**config.mk**
```make
export PLATFORM = sky130hd
export DESIGN_NAME = sap_signal_decoder
export DESIGN_NICKNAME = d
export VERILOG_FILES = /design/src/sap_pkg.sv /design/src/sap_occ_if.sv /design/src/sap_signal_decoder.sv /design/src/sap_sync.sv /design/src/sap_decode.sv
export SDC_FILE = /design/constraint.sdc
export NUM_CORES = 1
export LEC_CHECK = 0
export BUFFER_PORTS_ARGS = -buffer_cell sky130_fd_sc_hd__buf_2
export CORE_MARGIN = 2
export CORE_UTILIZATION = 45
export CTS_BUF_LIST = sky130_fd_sc_hd__clkbuf_4 sky130_fd_sc_hd__clkbuf_8
export DETAILED_ROUTE_END_ITERATION = 10
export GPL_ROUTABILITY_DRIVEN = 0
export HOLD_SLACK_MARGIN = 0.05
export PLACE_DENSITY_LB_ADDON = 0.15
export SYNTH_ARGS = -nofsm -noshare
export SYNTH_HDL_FRONTEND = slang
export SYNTH_SLANG_ARGS = --single-unit
```
**constraint.sdc**
```tcl
create_clock -name I_CLK_SYS -period 2.75 [get_ports I_CLK_SYS]
set_clock_uncertainty 0.05 [all_clocks]
set_input_delay 0 -clock I_CLK_SYS [delete_from_list [all_inputs] [get_ports I_CLK_SYS]]
set_output_delay 0 -clock I_CLK_SYS [all_outputs]
set_load 0.02 [all_outputs]
```
**src/sap_pkg.sv**
```systemverilog
`default_nettype none

package sap_pkg;

    // ------------------------------------------------------------
    // register map (byte addresses on the plain register port)
    // ------------------------------------------------------------
    localparam int ADDR_W = 8;
    localparam int DATA_W = 32;
    localparam logic [7:0] REG_CTRL = 8'h00;
    localparam logic [7:0] REG_STATUS = 8'h04;
    localparam logic [7:0] REG_CHANGES = 8'h08;
    localparam logic [7:0] REG_STOPS = 8'h0C;

    // ------------------------------------------------------------
    // control fields
    // ------------------------------------------------------------
    localparam int CTRL_W = 3;
    localparam int CTRL_DIV_EN = 0;
    localparam int CTRL_ADV_EN = 1;
    localparam int CTRL_AL_EN = 2;
    localparam logic [2:0] CTRL_RESET = 3'h0;

    // ------------------------------------------------------------
    // occupancy pin vector, synchroniser reset levels
    // ------------------------------------------------------------
    localparam int PIN_W = 5;
    localparam int PIN_STOP = 0;
    localparam int PIN_APPR = 1;
    localparam int PIN_ADV = 2;
    localparam int PIN_AL = 3;
    localparam int PIN_DIV = 4;
    // active-low lines idle high, diverging line idles low
    localparam logic [4:0] PIN_IDLE = 5'h0F;

    // ------------------------------------------------------------
    // indication one-hot vector
    // ------------------------------------------------------------
    localparam int IND_W = 5;
    localparam int IND_STOP = 0;
    localparam int IND_APPR_DIV = 1;
    localparam int IND_APPR = 2;
    localparam int IND_ADV = 3;
    localparam int IND_CLEAR = 4;
    localparam logic [4:0] IND_RESET = 5'h01;

    // ------------------------------------------------------------
    // status fields and counters
    // ------------------------------------------------------------
    localparam int STAT_PINS_LSB = 0;
    localparam int STAT_IND_LSB = 8;
    localparam int STAT_LAMP = 16;
    localparam int CNT_W = 16;
    localparam logic [15:0] CNT_RESET = 16'h0000;
    localparam logic [15:0] CNT_ONE = 16'h0001;
    localparam logic [31:0] RDATA_RESET = 32'h0000_0000;

endpackage

`default_nettype wire

```
**src/sap_occ_if.sv**
```systemverilog
`timescale 1ns/100ps
`default_nettype none

interface sap_occ_if;
    logic stop_n;
    logic appr_n;
    logic adv_n;
    logic al_n;
    logic div;
    logic div_en;
    logic adv_en;
    logic al_en;
    logic [4:0] ind;

    modport sync (output stop_n, appr_n, adv_n, al_n, div);
    modport dec (input stop_n, appr_n, adv_n, al_n, div,
                 input div_en, adv_en, al_en, output ind);
    modport top (input stop_n, appr_n, adv_n, al_n, div, ind,
                 output div_en, adv_en, al_en);
endinterface

`default_nettype wire

```
**src/sap_signal_decoder.sv**
```systemverilog
`timescale 1ns/100ps
`default_nettype none

module sap_signal_decoder
    import sap_pkg::*;
(
    input wire logic I_CLK_SYS,             // 250 MHz clock
    input wire logic I_RST,                 // sync reset, high
    input wire logic I_STOP_N,              // stop line, low active
    input wire logic I_APPROACH_N,          // approach line, low
    input wire logic I_ADV_APPROACH_N,      // advance approach, low
    input wire logic I_APPROACH_LIGHT_N,    // approach light, low
    input wire logic I_APPROACH_DIV,        // high means diverging
    input wire logic [7:0] I_ADDR,          // register byte address
    input wire logic [31:0] I_WDATA,        // register write data
    input wire logic I_WR,                  // write strobe
    input wire logic I_RD,                  // read strobe
    output logic [31:0] O_RDATA,            // read data, next cycle
    output logic O_IND_STOP,                // Stop indication
    output logic O_IND_APPR_DIV,            // Approach Diverging
    output logic O_IND_APPR,                // Approach indication
    output logic O_IND_ADV,                 // Advance Approach
    output logic O_IND_CLEAR,               // Clear indication
    output logic O_LAMP_ON                  // signal lit, low = dark
);

    // ------------------------------------------------------------
    // shared decode helpers
    // ------------------------------------------------------------
    function automatic logic reg_hit(input logic [7:0] addr,
                                     input logic [7:0] offs);
        return addr == offs;
    endfunction

    // ------------------------------------------------------------
    // declarations
    // ------------------------------------------------------------
    sap_occ_if occ ();

    logic [4:0] pins;
    logic [2:0] ctrl_ff;
    logic [4:0] ind_ff;
    logic lamp_ff;
    logic [15:0] changes_ff;
    logic [15:0] stops_ff;
    logic [31:0] rdata_ff;
    logic [4:0] nxt_ind;
    logic nxt_lamp;
    logic [31:0] nxt_rdata;
    logic [4:0] sync_lvl;
    logic ind_change;
    logic stop_entry;
    logic wr_ctrl;
    logic wr_changes;
    logic wr_stops;

    // ------------------------------------------------------------
    // pin synchronisers and priority decoder
    // ------------------------------------------------------------
    always_comb begin
        pins = '0;
        pins[PIN_STOP] = I_STOP_N;
        pins[PIN_APPR] = I_APPROACH_N;
        pins[PIN_ADV] = I_ADV_APPROACH_N;
        pins[PIN_AL] = I_APPROACH_LIGHT_N;
        pins[PIN_DIV] = I_APPROACH_DIV;
    end

    sap_sync u_sync (
        .i_clk (I_CLK_SYS),
        .i_rst (I_RST),
        .i_pins (pins),
        .occ (occ.sync)
    );

    // optional features are steered from the control register
    assign occ.div_en = ctrl_ff[CTRL_DIV_EN];
    assign occ.adv_en = ctrl_ff[CTRL_ADV_EN];
    assign occ.al_en = ctrl_ff[CTRL_AL_EN];

    sap_decode u_decode (
        .occ (occ.dec)
    );

    // ------------------------------------------------------------
    // indication outputs
    // ------------------------------------------------------------
    // one register stage so every pin is driven from a flop; the
    // decode itself is stateless, so a new level shows 3 clocks
    // after it reaches the pin
    assign nxt_ind = occ.ind;
    assign nxt_lamp = |occ.ind;

    always_ff @(posedge I_CLK_SYS) begin
        if (I_RST) begin
            ind_ff <= IND_RESET;
            lamp_ff <= 1'b1;
        end else begin
            ind_ff <= nxt_ind;
            lamp_ff <= nxt_lamp;
        end
    end

    assign O_IND_STOP = ind_ff[IND_STOP];
    assign O_IND_APPR_DIV = ind_ff[IND_APPR_DIV];
    assign O_IND_APPR = ind_ff[IND_APPR];
    assign O_IND_ADV = ind_ff[IND_ADV];
    assign O_IND_CLEAR = ind_ff[IND_CLEAR];
    assign O_LAMP_ON = lamp_ff;

    // ------------------------------------------------------------
    // register writes
    // ------------------------------------------------------------
    assign wr_ctrl = I_WR & reg_hit(I_ADDR, REG_CTRL);
    assign wr_changes = I_WR & reg_hit(I_ADDR, REG_CHANGES);
    assign wr_stops = I_WR & reg_hit(I_ADDR, REG_STOPS);

    always_ff @(posedge I_CLK_SYS) begin
        if (I_RST) begin
            ctrl_ff <= CTRL_RESET;
        end else if (wr_ctrl) begin
            ctrl_ff <= I_WDATA[CTRL_W-1:0];
        end
    end

    // ------------------------------------------------------------
    // activity counters
    // ------------------------------------------------------------
    // counters saturate rather than wrap, so a busy line never
    // reads as quiet; a write clears, a same-cycle event still
    // counts as one
    assign ind_change = nxt_ind != ind_ff;
    assign stop_entry = nxt_ind[IND_STOP] & ~ind_ff[IND_STOP];

    always_ff @(posedge I_CLK_SYS) begin
        if (I_RST) begin
            changes_ff <= CNT_RESET;
        end else if (wr_changes) begin
            changes_ff <= ind_change ? CNT_ONE : CNT_RESET;
        end else if (ind_change && changes_ff != '1) begin
            changes_ff <= changes_ff + CNT_ONE;
        end
    end

    always_ff @(posedge I_CLK_SYS) begin
        if (I_RST) begin
            stops_ff <= CNT_RESET;
        end else if (wr_stops) begin
            stops_ff <= stop_entry ? CNT_ONE : CNT_RESET;
        end else if (stop_entry && stops_ff != '1) begin
            stops_ff <= stops_ff + CNT_ONE;
        end
    end

    // ------------------------------------------------------------
    // register reads
    // ------------------------------------------------------------
    always_comb begin
        sync_lvl = '0;
        sync_lvl[PIN_STOP] = occ.stop_n;
        sync_lvl[PIN_APPR] = occ.appr_n;
        sync_lvl[PIN_ADV] = occ.adv_n;
        sync_lvl[PIN_AL] = occ.al_n;
        sync_lvl[PIN_DIV] = occ.div;
    end

    // unmapped addresses read zero
    always_comb begin
        nxt_rdata = RDATA_RESET;
        if (reg_hit(I_ADDR, REG_CTRL)) begin
            nxt_rdata[CTRL_W-1:0] = ctrl_ff;
        end else if (reg_hit(I_ADDR, REG_STATUS)) begin
            nxt_rdata[STAT_PINS_LSB +: PIN_W] = sync_lvl;
            nxt_rdata[STAT_IND_LSB +: IND_W] = ind_ff;
            nxt_rdata[STAT_LAMP] = lamp_ff;
        end else if (reg_hit(I_ADDR, REG_CHANGES)) begin
            nxt_rdata[CNT_W-1:0] = changes_ff;
        end else if (reg_hit(I_ADDR, REG_STOPS)) begin
            nxt_rdata[CNT_W-1:0] = stops_ff;
        end
    end

    // data stands only in the cycle after the strobe
    always_ff @(posedge I_CLK_SYS) begin
        if (I_RST) begin
            rdata_ff <= RDATA_RESET;
        end else if (I_RD) begin
            rdata_ff <= nxt_rdata;
        end else begin
            rdata_ff <= RDATA_RESET;
        end
    end

    assign O_RDATA = rdata_ff;

endmodule

`default_nettype wire

```
**src/sap_sync.sv**
```systemverilog
`timescale 1ns/100ps
`default_nettype none

module sap_sync
    import sap_pkg::*;
(
    input wire logic i_clk,             // system clock
    input wire logic i_rst,             // sync reset, high
    input wire logic [4:0] i_pins,      // raw occupancy pins
    sap_occ_if.sync occ                 // synchronised levels
);

    logic [4:0] meta_ff;
    logic [4:0] sync_ff;

    // ------------------------------------------------------------
    // two-stage synchronisers
    // ------------------------------------------------------------
    // reset to idle levels so nothing looks occupied at start
    genvar g;
    generate
        for (g = 0; g < PIN_W; g = g + 1) begin : g_sync
            always_ff @(posedge i_clk) begin
                if (i_rst) begin
                    meta_ff[g] <= PIN_IDLE[g];
                    sync_ff[g] <= PIN_IDLE[g];
                end else begin
                    meta_ff[g] <= i_pins[g];
                    sync_ff[g] <= meta_ff[g];
                end
            end
        end
    endgenerate

    assign occ.stop_n = sync_ff[PIN_STOP];
    assign occ.appr_n = sync_ff[PIN_APPR];
    assign occ.adv_n = sync_ff[PIN_ADV];
    assign occ.al_n = sync_ff[PIN_AL];
    assign occ.div = sync_ff[PIN_DIV];

endmodule

`default_nettype wire

```
**src/sap_decode.sv**
```systemverilog
`timescale 1ns/100ps
`default_nettype none

module sap_decode
    import sap_pkg::*;
(
    sap_occ_if.dec occ                  // levels in, one-hot out
);

    // ------------------------------------------------------------
    // fixed-priority decode, most restrictive first
    // ------------------------------------------------------------
    function automatic logic [4:0] decode_ind(
        input logic stop_n, input logic appr_n, input logic adv_n,
        input logic al_n, input logic div,
        input logic div_en, input logic adv_en, input logic al_en);
        logic stop_a;
        logic appr_a;
        logic adv_a;
        logic al_a;
        logic div_a;
        logic [4:0] ind;
        // disabled inputs are forced idle so they cannot steer
        stop_a = ~stop_n;
        appr_a = ~appr_n;
        adv_a = adv_en & ~adv_n;
        al_a = al_en & ~al_n;
        div_a = div_en & div;
        ind = '0;
        if (stop_a) begin
            ind[IND_STOP] = 1'b1;
        end else if (appr_a && div_a) begin
            ind[IND_APPR_DIV] = 1'b1;
        end else if (appr_a) begin
            ind[IND_APPR] = 1'b1;
        end else if (adv_a) begin
            ind[IND_ADV] = 1'b1;
        end else if (al_a || !al_en) begin
            ind[IND_CLEAR] = 1'b1;
        end
        // else dark: every bit stays low
        return ind;
    endfunction

    // no state here: output follows the levels directly
    always_comb begin
        occ.ind = decode_ind(occ.stop_n, occ.appr_n, occ.adv_n,
                             occ.al_n, occ.div, occ.div_en,
                             occ.adv_en, occ.al_en);
    end

endmodule

`default_nettype wire

```
Word-level counts from Yosys, hierarchy flattened. Index checks and enable logic that the tools add are counted.

$add $sub $neg: 2. Eq/ne operators: 6. Mux-type cells: 20. Bitwise gates (word level): 13. Reductions and logical operators: 13.

Operator list (count): 2-to-1 mux 16 bit (6); adder 16 x 1 -> 16 bit, second input constant (2); != test 16 bit, second input constant (2); == test 8 x 4 -> 1 bit, second input constant (2); 2-to-1 mux 5 bit (2); == test 8 x 3 -> 1 bit, second input constant (1); logical NOT 8 bit (1); 2-to-1 mux 1 bit (8); OR reduction 4 bit (2); AND 1 bit (7); 2-to-1 mux 3 bit (2); NOT 1 bit (6); != test 5 bit (1); OR reduction 5 bit (1); 2-to-1 mux 4 bit (1); nonzero test 2 bit (2); logical AND 1 bit (3); OR reduction 3 bit (1); 2-to-1 mux 2 bit (1); OR reduction 2 bit (1); logical NOT 1 bit (1); logical OR 1 bit (1).

Bits in registers: 83. Output and inout port bits: 38. Word-level logic and storage cells: 74.

Logic depth before layout (Yosys ltp). Gate-level depths: netlist of the first run.

Depth after elaboration: 12. Mapped depth: 8. Depth with buffers taken out: 7.

Cells and area by module. Synthesis of the first run repeated with hierarchy kept, for this count alone.

Cells, all modules: 347. Area total of the unflattened synthesis: 3180.6 sq um.

Modules (own cells, without submodules): sap_signal_decoder (times used 1, cells each 318, area each 2865.2 sq um, sequential area each 1161.1 sq um); sap_sync (times used 1, cells each 20, area each 262.8 sq um, sequential area each 200.2 sq um); sap_decode (times used 1, cells each 9, area each 52.6 sq um, sequential area each 0.0 sq um).

Worst setup path after synthesis of the first run. Ideal clock, no wire load.

Path type: register to register. Start point: register changes_ff[0]. End point: register changes_ff[5]. Library setup time: 0.069 ns. Data arrival time: 1.975 ns. Slack: 0.657 ns. Cell stages (with the launch flop): 9. Path buffers: 1. Path through: dfxtp_1 > ha_1 > and3_1 > and2_0 > and3_1 > a21o_1 > buf_6 > or4_1 > o21ai_1.

Cells in the longest elaborated chain, start to end: 3. Elaborated cells between the ends (all ways): 6. Classes of those cells: add/sub: 1; eq/ne: 1; mux: 2; reduce/logical: 2.

RTL lines: start, declared (line sap_signal_decoder.sv:44) `logic [15:0] changes_ff;`; start signal, assigned (line sap_signal_decoder.sv:139) `changes_ff <= ind_change ? CNT_ONE : CNT_RESET;`; start signal, assigned (line sap_signal_decoder.sv:141) `changes_ff <= changes_ff + CNT_ONE;`; adder 16 x 1 -> 16 bit or != test 16 bit (tied branches) (line sap_signal_decoder.sv:141, sap_signal_decoder.sv:140); 2-to-1 mux 16 bit or logical AND 1 bit (tied branches) (line sap_signal_decoder.sv:140) `end else if (ind_change && changes_ff != '1) begin`; 2-to-1 mux 16 bit or nonzero test 2 bit (tied branches).

Several ways; a longest one is shown, not always the timed one. The select of a mux whose other input is x is not followed. A chain may end at the register's enable or synchronous reset.

Final worst setup path of the first run.
Start point: register u_sync.sync_ff[1], in the netlist u_sync.occ.appr_n. End point: register changes_ff[12].

Cells in the longest elaborated chain, start to end: 7. Elaborated cells between the ends (all ways): 10. Classes of those cells: eq/ne: 1; mux: 5; bitwise: 1; reduce/logical: 3.

RTL lines: start, declared (line sap_sync.sv:14) `logic [4:0] sync_ff;`; start signal, assigned by index (line sap_sync.sv:26) `sync_ff[g] <= PIN_IDLE[g];`; start signal, assigned by index (line sap_sync.sv:29) `sync_ff[g] <= meta_ff[g];`; NOT 1 bit (line sap_decode.sv:25) `appr_a = ~appr_n;`; logical AND 1 bit (line sap_decode.sv:32) `end else if (appr_a && div_a) begin`; 2-to-1 mux 1 bit or 2-to-1 mux 3 bit (tied branches) (line sap_decode.sv:32); 2-to-1 mux 4 bit * (line sap_decode.sv:30) `if (stop_a) begin`; != test 5 bit * (line sap_signal_decoder.sv:132) `assign ind_change = nxt_ind != ind_ff;`; logical AND 1 bit * (line sap_signal_decoder.sv:140); nonzero test 2 bit (no line) *.

Mark *: on every way between the ends. The rest lies on a longest branch, timed or not.

==> results of run 1 <==
## logic make-up after synthesis
kind of cell    synth area share [%]
mux                             6.64
compound gates                  12.4
simple gates                    27.7
xor+xnor                        2.48
other cells                    0.118
flops                           42.8
buf+inv                         6.76
fa+ha+maj                       1.18
## layer usage
metal / vias to the layer above / GRT usage, %
met3: 13 / 3.39
met2: 73 / 30.9
met1: 1208 / 26.1
li1: 1354 / -
met5: - / 0
met4: 0 / 8.95
## stage by stage
step	utilization, %	std cells	hold slack [ns]
after floorplan	-	374	0.0538
after global placement	49.9	486	0.135
after detailed placement	49.9	486	0.137
after CTS	54.7	515	0.0740
after global routing	54.7	515	0.107
final	54.7	515	0.0864
## power by group
group          leakage, nW  internal [mW]  switching (mW)
Clock               0.0983          0.441           0.391
Combinational        0.920         0.0588          0.0919
Sequential           0.551           1.00          0.0149
Total                 1.57           1.50           0.498
## layout make-up
cell class                 count  area, um^2  area share, %
tap                           96         120           3.21
inverter                       7        26.3          0.703
clock inverter                 6        63.8           1.71
timing repair buffer          59         370           9.91
sequential                    68        1360           36.4
multi-input combinational    269        1660           44.4
clock buffer                  10         138           3.68
## worst max-delay path: stages (launching register included)
cell and delay, ns:
dfxtp_1 0.53, nand2_4 0.08, or4_1 0.47, and4_4 0.22, a21oi_2 0.47, a31oi_1 0.18
a41o_1 0.23
## Yosys cell counts, types with 10 or more instances
cell type	instances	area, um^2
a21oi_1	11	55.1
and3_1	10	62.6
buf_4	16	120
clkbuf_1	10	37.5
dfxtp_1	68	1360
mux2i_1	11	110
nand2_1	27	101
nand3_1	14	70.1
nor2_1	41	154
o21ai_0	12	60.1
## state kept, by name, summed over array words and instances (netlist names)
name / count
O_RDATA: 17
changes_ff: 16
stops_ff: 16
ind_ff: 5
u_sync.meta_ff: 5
ctrl_ff: 3
O_LAMP_ON: 1
u_sync.occ.adv_n: 1
u_sync.occ.al_n: 1
u_sync.occ.appr_n: 1
u_sync.occ.div: 1
u_sync.occ.stop_n: 1
## worst min-delay path by stage
stage                             startpoint                            to  slack (ns)  cells past startpoint
after floorplan                     I_STOP_N  u_sync.meta_ff[0]$_SDFF_PP1_        0.05                      1
after global placement              I_STOP_N  u_sync.meta_ff[0]$_SDFF_PP1_        0.13                      2
after detailed placement  I_APPROACH_LIGHT_N  u_sync.meta_ff[3]$_SDFF_PP1_        0.14                      2
after CTS                               I_WR    changes_ff[0]$_SDFFE_PP0P_        0.07                      4
after global routing                    I_WR    changes_ff[0]$_SDFFE_PP0P_        0.11                      4
final                                   I_WR    changes_ff[0]$_SDFFE_PP0P_        0.09                      4
==> impl_metrics.csv, run 1 <==
group,metric,value,unit
finish,fillerInstances,662,
cts,post_cts_resized,0,
logic_synthesis,yosysWarningCount,0,
floorplanning,core_region_area,6830,um^2
logic_synthesis,synth_ff_type,"dfxtp_1",
finish,area_delta_synth_final,17.5,%
logic_synthesis,seq_area_frac_synth,42.8,%
cts,numCtsBuffers,9,
sta,setup_viol_count_final,0,
power,worst_vdd_ir,0.000261,V
run_status,outcome,"completed",
sta,grt_setup_unrepaired,"no",
finish,mostFrequentLayoutCell,"dfxtp_1",
logic_synthesis,number_of_flip_flops_and_latches_in_the_synthesized_netlist,68,
critical_path,critical_path_required,2.94,ns
sta,tightest_slew,0.826,ns
drt,detail-route-antenna-nets,0,
cts,worstSkewPairLatency,0.35,ns
critical_path,worstSetupEndpoint,"changes_ff[12]$_SDFFE_PP0P_",
critical_path,type_of_element_capturing_the_critical_path,"flop",
finish,post_route_cells_drive_above_1_share,20.8,%
drt,wire_per_inst,13.9,um
cts,post-cts-setup-buffers,0,
place,port-buffer-count,42,
global_routing,maximum_number_of_pins_on_one_net_before_global_route_repair,23,
critical_path,ff_to_ff_start,"u_sync.occ.appr_n$_SDFF_PP1_",
sta,maxSlewViolCount,0,
finish,antenna_cells,0,
drt,dr_total_vias,2648,
drt,met1Wirelength,3300,um
logic_synthesis,async_reset_ff_share,0,%
logic_synthesis,synthCells,360,
drt,drc_errors,0,
critical_path,cp_data_arrival_time,2.53,ns
drt,length_of_routed_met3_wiring,324,um
critical_path,setup.worst_path.class,"flop to flop",
cts,cts_tree,"built",
drt,firstDrtPassIters,4,
drt,vias_per_cell,5.14,
floorplanning,die-width,88.1,um
logic_synthesis,synthesis.area,3180,um^2
cts,number_of_sinks_handled_by_clock_tree_synthesis,68,
finish,mostFrequentLayoutCells,"68 x dfxtp_1, 42 x buf_2, 41 x nor2_1, 27 x nand2_1, 15 x conb_1",
critical_path,startpoint_type,"flop",
drt,drt_iter0_markers,155,
finish,stdcell_area,3740,um^2
power,report.power.total,2.00,mW
drt,top_signal_layer_used,"met4",
place,dpl-instance-area,3410,um^2
critical_path,worst-path-max-fanout,13,
global_routing,grt.total_usage,19.5,%
global_routing,grt_pass1_wl,11700,um
logic_synthesis,number_of_distinct_library_cell_variants_in_the_gate_level_netlist_after_synthesis,57,
sta,slew_headroom,44.8,%
sta,fin_ws,0.409,ns
place,dp_hpwl,5030,um
cts,cts.reportedPaths.clkPinSlew,0.07,ns
place,placement.setup.worst_slack,0.470,ns
critical_path,worst_r2r_endpoint,"changes_ff[12]$_SDFFE_PP0P_",
global_routing,vias_in_the_first_global_route,2427,
floorplanning,die_area,7760,um^2
floorplanning,initial_core_util,46.6,%
cts,clockBufferDepth,2,
drt,wirelength,7170,um
sta,final_period_minus_worst_setup_slack,2.34,ns
logic_synthesis,postSynthAreaPerCell,8.84,um^2
floorplanning,io_pins,87,
drt,wl_met2,3400,um
sta,final.setup.tns,0,ns
cts,clock_tree.root_cell,"clkbuf_8",
global_routing,globalRoute.totalOverflow,0,
sta,max_freq,427,MHz
finish,design.final.nets,466,
global_routing,number_of_antenna_violations_at_the_first_check_in_global_routing,0,
critical_path,register_to_register_path_setup_slack,0.41,ns
critical_path,length_in_cells_of_the_worst_reg_to_reg_path,6,
cts,htreeDepth,3,
power,power_density,534,nW/um^2
sta,hold_viol,0,
flow_run,max_cap_check_violation_count,0,
power,power_leakage,1.57,nW
sta,final.period_utilization,85.1,%
cts,cts.hold.buffers_added,13,
floorplanning,chipHeight,88.1,um
floorplanning,rows,30,
min_path,hp-class,"primary input to flop",
logic_synthesis,number_of_enable_flip_flop_cells_after_synthesis,0,
critical_path,critPathLaunch,"u_sync.occ.appr_n$_SDFF_PP1_",
No activity file was read; power rests on OpenSTA's default activity.
==> run 2, diff against run 1 <==
--- a/config.mk
+++ b/config.mk
@@ -13,6 +13,7 @@
 export GPL_ROUTABILITY_DRIVEN = 0
 export HOLD_SLACK_MARGIN = 0.05
 export PLACE_DENSITY_LB_ADDON = 0.15
+export REMOVE_ABC_BUFFERS = 1
 export SYNTH_ARGS = -nofsm -noshare
 export SYNTH_HDL_FRONTEND = slang
 export SYNTH_SLANG_ARGS = --single-unit
==> run 2 against run 1 <==
Sequential power about the same; critical path type unchanged; die area unchanged; worst setup slack better by 0.025 ns; non-clock buffer count down 1; flip-flop and latch count unchanged.
==> impl_metrics.csv, run 2 (synthesized netlist as in run 1, its figures left out) <==
group,metric,value,unit
sta,grt_setup_unrepaired,"no",
place,placement.setup.worst_slack,0.451,ns
critical_path,worstSetupEndpoint,"changes_ff[5]$_SDFFE_PP0P_",
critical_path,crit_path_cell_trace,"ha_1 -> and3_1 -> and2_0 -> and3_1 -> a21o_1 -> or4_1 -> o21ai_1",
critical_path,startpoint_type,"flop",
drt,wire_per_inst,13.7,um
min_path,hp-class,"primary input to flop",
cts,worstSkewPairLatency,0.34,ns
critical_path,critPathLaunch,"changes_ff[0]$_SDFFE_PP0P_",
critical_path,setup.worst_path.class,"flop to flop",
sta,tightest_slew,0.766,ns
cts,cts.hold.buffers_added,13,
drt,vias_per_cell,5.17,
critical_path,type_of_element_capturing_the_critical_path,"flop",
finish,sequential_standard_cell_area,1360,um^2
global_routing,number_of_antenna_violations_at_the_first_check_in_global_routing,0,
critical_path,ff_to_ff_start,"changes_ff[0]$_SDFFE_PP0P_",
critical_path,timing.critical_path.slowest_stage_cell,"or4_1",
sta,max_freq,432,MHz
finish,post_route_cells_drive_above_1_share,20.6,%
critical_path,max_stage_delay,0.49,ns
critical_path,register_to_register_path_setup_slack,0.43,ns
power,worst_vdd_ir,0.000392,V
critical_path,worst-path-max-fanout,10,
finish,fillerInstances,667,
place,port-buffer-count,42,
flow_run,max_cap_check_violation_count,0,
global_routing,globalRoute.totalOverflow,0,
cts,cts_tree,"built",
power,power_density,531,nW/um^2
power,power_leakage,1.57,nW
critical_path,buf_inv_stages_crit_path,0,
global_routing,grt_pass1_wl,11200,um
floorplanning,rows,30,
place,dp_hpwl,5020,um
critical_path,critical_path_required,2.98,ns
critical_path,critical-path-top-delay-family,"simple AND/OR/NAND/NOR gates",
sta,final.setup.tns,0,ns
critical_path,length_in_cells_of_the_worst_reg_to_reg_path,7,
cts,clockBufferDepth,2,
cts,htreeDepth,3,
floorplanning,die_area,7760,um^2
cts,post-cts-setup-buffers,0,
floorplanning,chipHeight,88.1,um
floorplanning,die-width,88.1,um
run_status,outcome,"completed",
sta,setup_viol_count_final,0,
floorplanning,core_region_area,6830,um^2
drt,drt_iter0_markers,93,
cts,number_of_sinks_handled_by_clock_tree_synthesis,68,
finish,mostFrequentLayoutCells,"68 x dfxtp_1, 42 x buf_2, 41 x nor2_1, 27 x nand2_1, 15 x conb_1",
global_routing,maximum_number_of_pins_on_one_net_before_global_route_repair,23,
finish,area_delta_synth_final,16.9,%
sta,hold_viol,0,
drt,drc_errors,0,
critical_path,worst_r2r_endpoint,"changes_ff[5]$_SDFFE_PP0P_",
cts,cts.reportedPaths.clkPinSlew,0.07,ns
cts,clock_tree.root_cell,"clkbuf_8",
critical_path,worstSetupPathDepth,7,
global_routing,vias_in_the_first_global_route,2338,
finish,multiInputGateArea,1660,um^2
sta,maxSlewViolCount,0,
cts,post_cts_resized,0,
sta,fin_ws,0.435,ns
drt,detail-route-antenna-nets,0,
finish,mostFrequentLayoutCell,"dfxtp_1",
finish,design.final.nets,465,
finish,antenna_cells,0,
drt,firstDrtPassIters,4,
finish,flip_flop_count_of_the_largest_register_after_layout,17,
drt,wirelength,7040,um
critical_path,cp_data_arrival_time,2.55,ns
sta,final.period_utilization,84.2,%
drt,dr_total_vias,2656,
cts,numCtsBuffers,9,
sta,final_period_minus_worst_setup_slack,2.32,ns
floorplanning,io_pins,87,
floorplanning,initial_core_util,46.6,%
sta,slew_headroom,48.8,%
global_routing,grt.total_usage,19.0,%
critical_path,critPathMostFrequentCell,"and3_1",
-- run 2: cell count changes in the layout (fill, tap and decap cells not counted) --
cell        change
clkbuf_8        -1
clkinvlp_4      -1
clkbuf_4        +2
clkinv_4        -1
clkinv_2        +1
buf_4           -1
-- run 2: how the worst min path moves through the flow --
stage / from / to / cells past startpoint
2_1_floorplan: I_RST / u_sync.meta_ff[4]$_SDFF_PP0_ / 1
3_3_place_gp: I_APPROACH_LIGHT_N / u_sync.meta_ff[3]$_SDFF_PP1_ / 2
3_5_place_dp: I_ADV_APPROACH_N / u_sync.meta_ff[2]$_SDFF_PP1_ / 2
4_1_cts: I_WR / changes_ff[0]$_SDFFE_PP0P_ / 4
5_1_grt: I_ADDR[2] / O_RDATA[16]$_SDFF_PP0_ / 4
6_report: I_WR / changes_ff[0]$_SDFFE_PP0P_ / 4
-- run 2: worst register-to-register path, stage by stage (launching register included) --
cell	delay, ns
dfxtp_1	0.36
ha_1	0.24
and3_1	0.22
and2_0	0.24
and3_1	0.29
a21o_1	0.28
or4_1	0.50
o21ai_1	0.08
-- run 2: report_power, final --
group	internal, mW	total [mW]	switching (mW)
registers	1.00	1.02	0.0154
logic	0.0589	0.150	0.0911
clock network	0.434	0.809	0.375
-- run 2: stage by stage --
step	hold WS, ns	utilization (%)	power [mW]	cells	instance area (um^2)
after CTS	0.0618	54.5	1.99	514	3720
after floorplan	0.0216	-	1.12	344	3050
after global routing	0.115	54.5	2.04	514	3720
final	0.0730	54.5	1.97	514	3720
after detailed placement	0.134	49.8	1.18	485	3400
after global placement	0.134	49.8	1.18	485	3400
-- run 2: layout make-up --
cell class	instances	share of cell area, %
clock buffers	11	3.73
clock inverters	5	1.41
inverters	7	0.706
multi-input cells	269	44.6
flip-flops and latches	68	36.6
well taps	96	3.23
repair buffers	58	9.75
-- run 2: metal layers --
layer | share of wire, % | track usage (%) | vias up
li1 | - | - | 1353
met4 | 1.5 | 8.54 | 0
met2 | 46 | 30.3 | 63
met1 | 49 | 25.0 | 1230
met5 | 0 | 0 | -
met3 | 4.3 | 3.86 | 10
==> run 3, diff against run 2 <==
--- a/config.mk
+++ b/config.mk
@@ -5,6 +5,7 @@
 export SDC_FILE = /design/constraint.sdc
 export NUM_CORES = 1
 export LEC_CHECK = 0
+export ABC_AREA = 1
 export BUFFER_PORTS_ARGS = -buffer_cell sky130_fd_sc_hd__buf_2
 export CORE_MARGIN = 2
 export CORE_UTILIZATION = 45
==> constraint.sdc (replaced) <==
create_clock -name I_CLK_SYS -period 1.9 [get_ports I_CLK_SYS]
set_clock_uncertainty 0.05 [all_clocks]
set_input_delay 0 -clock I_CLK_SYS [delete_from_list [all_inputs] [get_ports I_CLK_SYS]]
set_output_delay 0 -clock I_CLK_SYS [all_outputs]
set_load 0.02 [all_outputs]
==> run 3 against run 2 <==
Global-route usage rose by 3.1 points; die area grew 18%; combinational power is 83% higher; final area grew 20%; routed wire length grew 35%; register-to-register slack worse by 0.30 ns; clock power grew 36%; via count rose by 36%; worst setup slack worse by 0.30 ns; final cell count up 37%; count of clock-buffer cells in the layout is 2 lower; critical path type unchanged; critical endpoint is now changes_ff[8]$_SDFFE_PP0P_; largest cell class unchanged; largest power group unchanged.
==> impl_metrics.csv, run 3 <==
group,metric,value,unit
critical_path,crit_path_cell_trace,"inv_1 -> ha_1 -> a21boi_2 -> nand3_4 -> nand2_4 -> buf_12 -> nand3_1 -> a21oi_1",
global_routing,grt_pass1_wl,15500,um
logic_synthesis,async_reset_ff_share,0,%
sta,slew_headroom,64.5,%
place,placement.setup.worst_slack,0.0952,ns
sta,max_freq,566,MHz
place,placed_cells,678,
cts,number_of_sinks_handled_by_clock_tree_synthesis,68,
finish,stdcell_area,4480,um^2
global_routing,number_of_antenna_violations_at_the_first_check_in_global_routing,0,
floorplanning,initial_core_util,46.1,%
logic_synthesis,synthesis.area,3770,um^2
critical_path,startpoint_type,"flop",
logic_synthesis,yosysWarningCount,0,
flow_run,max_cap_check_violation_count,0,
finish,post_route_cells_drive_above_1_share,24.4,%
drt,top_signal_layer_used,"met4",
cts,cts.reportedPaths.clkPinSlew,0.08,ns
floorplanning,io_pins,87,
sta,grt_setup_unrepaired,"no",
sta,maxSlewViolCount,0,
run_status,outcome,"completed",
sta,worst_hold_slack,0.0756,ns
logic_synthesis,postSynthAreaPerCell,7.25,um^2
sta,tightest_slew,0.532,ns
sta,final.period_utilization,93.0,%
finish,layout.cells.non_filler,704,
logic_synthesis,synth_top_cells_by_area,"dfxtp_1 36%, nand2_1 11%, nand3_1 6.0%",
finish,flip_flop_count_of_the_largest_register_after_layout,17,
logic_synthesis,yosys.area.top_type,"dfxtp_1",
power,power_leakage,1.93,nW
finish,antenna_cells,0,
logic_synthesis,number_of_flip_flops_and_latches_in_the_synthesized_netlist,68,
logic_synthesis,ys_top_cells_by_count,"108 x nand2_1, 68 x dfxtp_1, 55 x inv_1",
drt,drt_iter0_markers,207,
critical_path,max_stage_delay,0.45,ns
logic_synthesis,fraction_of_post_synthesis_cell_area_in_the_top_cell_type_by_area,36.1,%
sta,hold_viol,0,
cts,htreeDepth,3,
drt,length_of_routed_met3_wiring,382,um
critical_path,type_of_element_capturing_the_critical_path,"flop",
finish,design.final.nets,646,
critical_path,critical_path_required,2.13,ns
power,report.power.total,2.85,mW
cts,clock_tree.root_cell,"clkbuf_8",
sta,final.setup.tns,0,ns
logic_synthesis,seq_area_frac_synth,36.1,%
finish,fillerInstances,831,
cts,clockBufferDepth,2,
drt,dr_total_vias,3607,
finish,mostFrequentLayoutCells,"108 x nand2_1, 67 x dfxtp_1, 55 x inv_1, 49 x nor2_1, 45 x nand3_1",
power,worst_vdd_ir,0.000433,V
drt,wl_met2,4480,um
drt,met1Wirelength,4380,um
sta,setup_viol_count_final,0,
critical_path,setup.worst_path.class,"flop to flop",
critical_path,buf_inv_stages_crit_path,2,
logic_synthesis,number_of_distinct_library_cell_variants_in_the_gate_level_netlist_after_synthesis,40,
cts,worstSkewPairLatency,0.36,ns
drt,wire_per_inst,13.5,um
power,power_density,636,nW/um^2
cts,numCtsBuffers,9,
floorplanning,core_region_area,8180,um^2
finish,mostFrequentLayoutCell,"nand2_1",
critical_path,critical-path-top-delay-family,"flip-flops",
logic_synthesis,synth_ff_type,"dfxtp_1",
floorplanning,chipHeight,95.5,um
cts,cts_tree,"built",
floorplanning,die_area,9130,um^2
finish,area_delta_synth_final,18.7,%
critical_path,cp_data_arrival_time,2.00,ns
finish,postLayoutCoreUtil,54.8,%
drt,vias_per_cell,5.12,
drt,wirelength,9530,um
logic_synthesis,synth_most_common_cell,"nand2_1",
place,port-buffer-count,42,
drt,firstDrtPassIters,5,
global_routing,maximum_number_of_pins_on_one_net_before_global_route_repair,28,
cts,post-cts-setup-buffers,0,
floorplanning,die-width,95.5,um
drt,detail-route-antenna-nets,0,
critical_path,worst-path-max-fanout,7,
global_routing,grt.total_usage,22.2,%
min_path,hp-class,"primary input to flop",
place,dpl-instance-area,4190,um^2
logic_synthesis,number_of_enable_flip_flop_cells_after_synthesis,0,
drt,drc_errors,0,
sta,fin_ws,0.133,ns
sta,final_period_minus_worst_setup_slack,1.77,ns
global_routing,vias_in_the_first_global_route,3297,
global_routing,globalRoute.totalOverflow,0,
critical_path,timing.critical_path.slowest_stage_cell,"dfxtp_1",
logic_synthesis,synthCells,520,
floorplanning,rows,33,
place,dp_hpwl,7220,um
-- run 3: changes by cell type after synthesis, moves of 9 or more --
| cell | change |
|---|---|
| nand2_1 | +81 |
| inv_1 | +48 |
| nand3_1 | +31 |
| nand4_1 | +21 |
| a21oi_1 | +16 |
| nand3_2 | +13 |
| mux2i_1 | -11 |
| and3_1 | -10 |
| a21oi_2 | +9 |
-- run 3: layout make-up --
cell class	count	area [um^2]	share of cell area [%]
well taps	105	131	2.93
clock buffers	9	124	2.77
multi-input cells	373	2030	45.3
clock inverters	7	52.6	1.17
inverters	62	233	5.20
flip-flops and latches	68	1360	30.4
repair buffers	80	546	12.2
-- run 3: kinds of logic (layout without fill, tap and decap cells) --
family / after synthesis / after routing / share of synthesized area [%]
simple gates: 278 / 278 / 37.8
buf+inv: 93 / 158 / 11.7
flops: 68 / 68 / 36.1
compound gates: 64 / 64 / 10.3
xor+xnor: 13 / 13 / 3.02
fa+ha+maj: 3 / 3 / 0.995
other cells: 1 / 15 / 0.0994
-- run 3: timing repair --
action,CTS,global route
hold buffers,10,0
endpoints found under the hold margin,12,0
resized for setup,0,3
setup endpoints to repair,0,24
-- run 3: worst paths after layout --
check / startpoint / endpoint / slack (ns) / cells past startpoint
worst max register to register: u_sync.occ.stop_n$_SDFF_PP1_ / changes_ff[8]$_SDFFE_PP0P_ / 0.13 / 8
worst max-delay path: u_sync.occ.stop_n$_SDFF_PP1_ / changes_ff[8]$_SDFFE_PP0P_ / 0.13 / 8
worst min register to register: u_sync.meta_ff[4]$_SDFF_PP0_ / u_sync.occ.div$_SDFF_PP0_ / 0.35 / 2
worst min-delay path: I_RST / u_sync.occ.div$_SDFF_PP0_ / 0.08 / 3
-- run 3: worst reg2reg max path, stage by stage (launching register included) --
cell	delay (ns)
dfxtp_1	0.45
inv_1	0.11
ha_1	0.28
a21boi_2	0.20
nand3_4	0.12
nand2_4	0.14
buf_12	0.13
nand3_1	0.06
a21oi_1	0.14
-- run 3: routing by layer --
layer  vias up  GRT usage [%]
met3        27           4.03
li1       1823              -
met5         -              0
met1      1664           28.8
met4         0           10.4
met2        93           35.6
-- run 3: report_power, final --
part	internal [mW]	leakage, nW	switching (mW)
clock	0.480	0.0896	0.618
sequential	1.45	0.552	0.0264
combinational	0.104	1.29	0.170
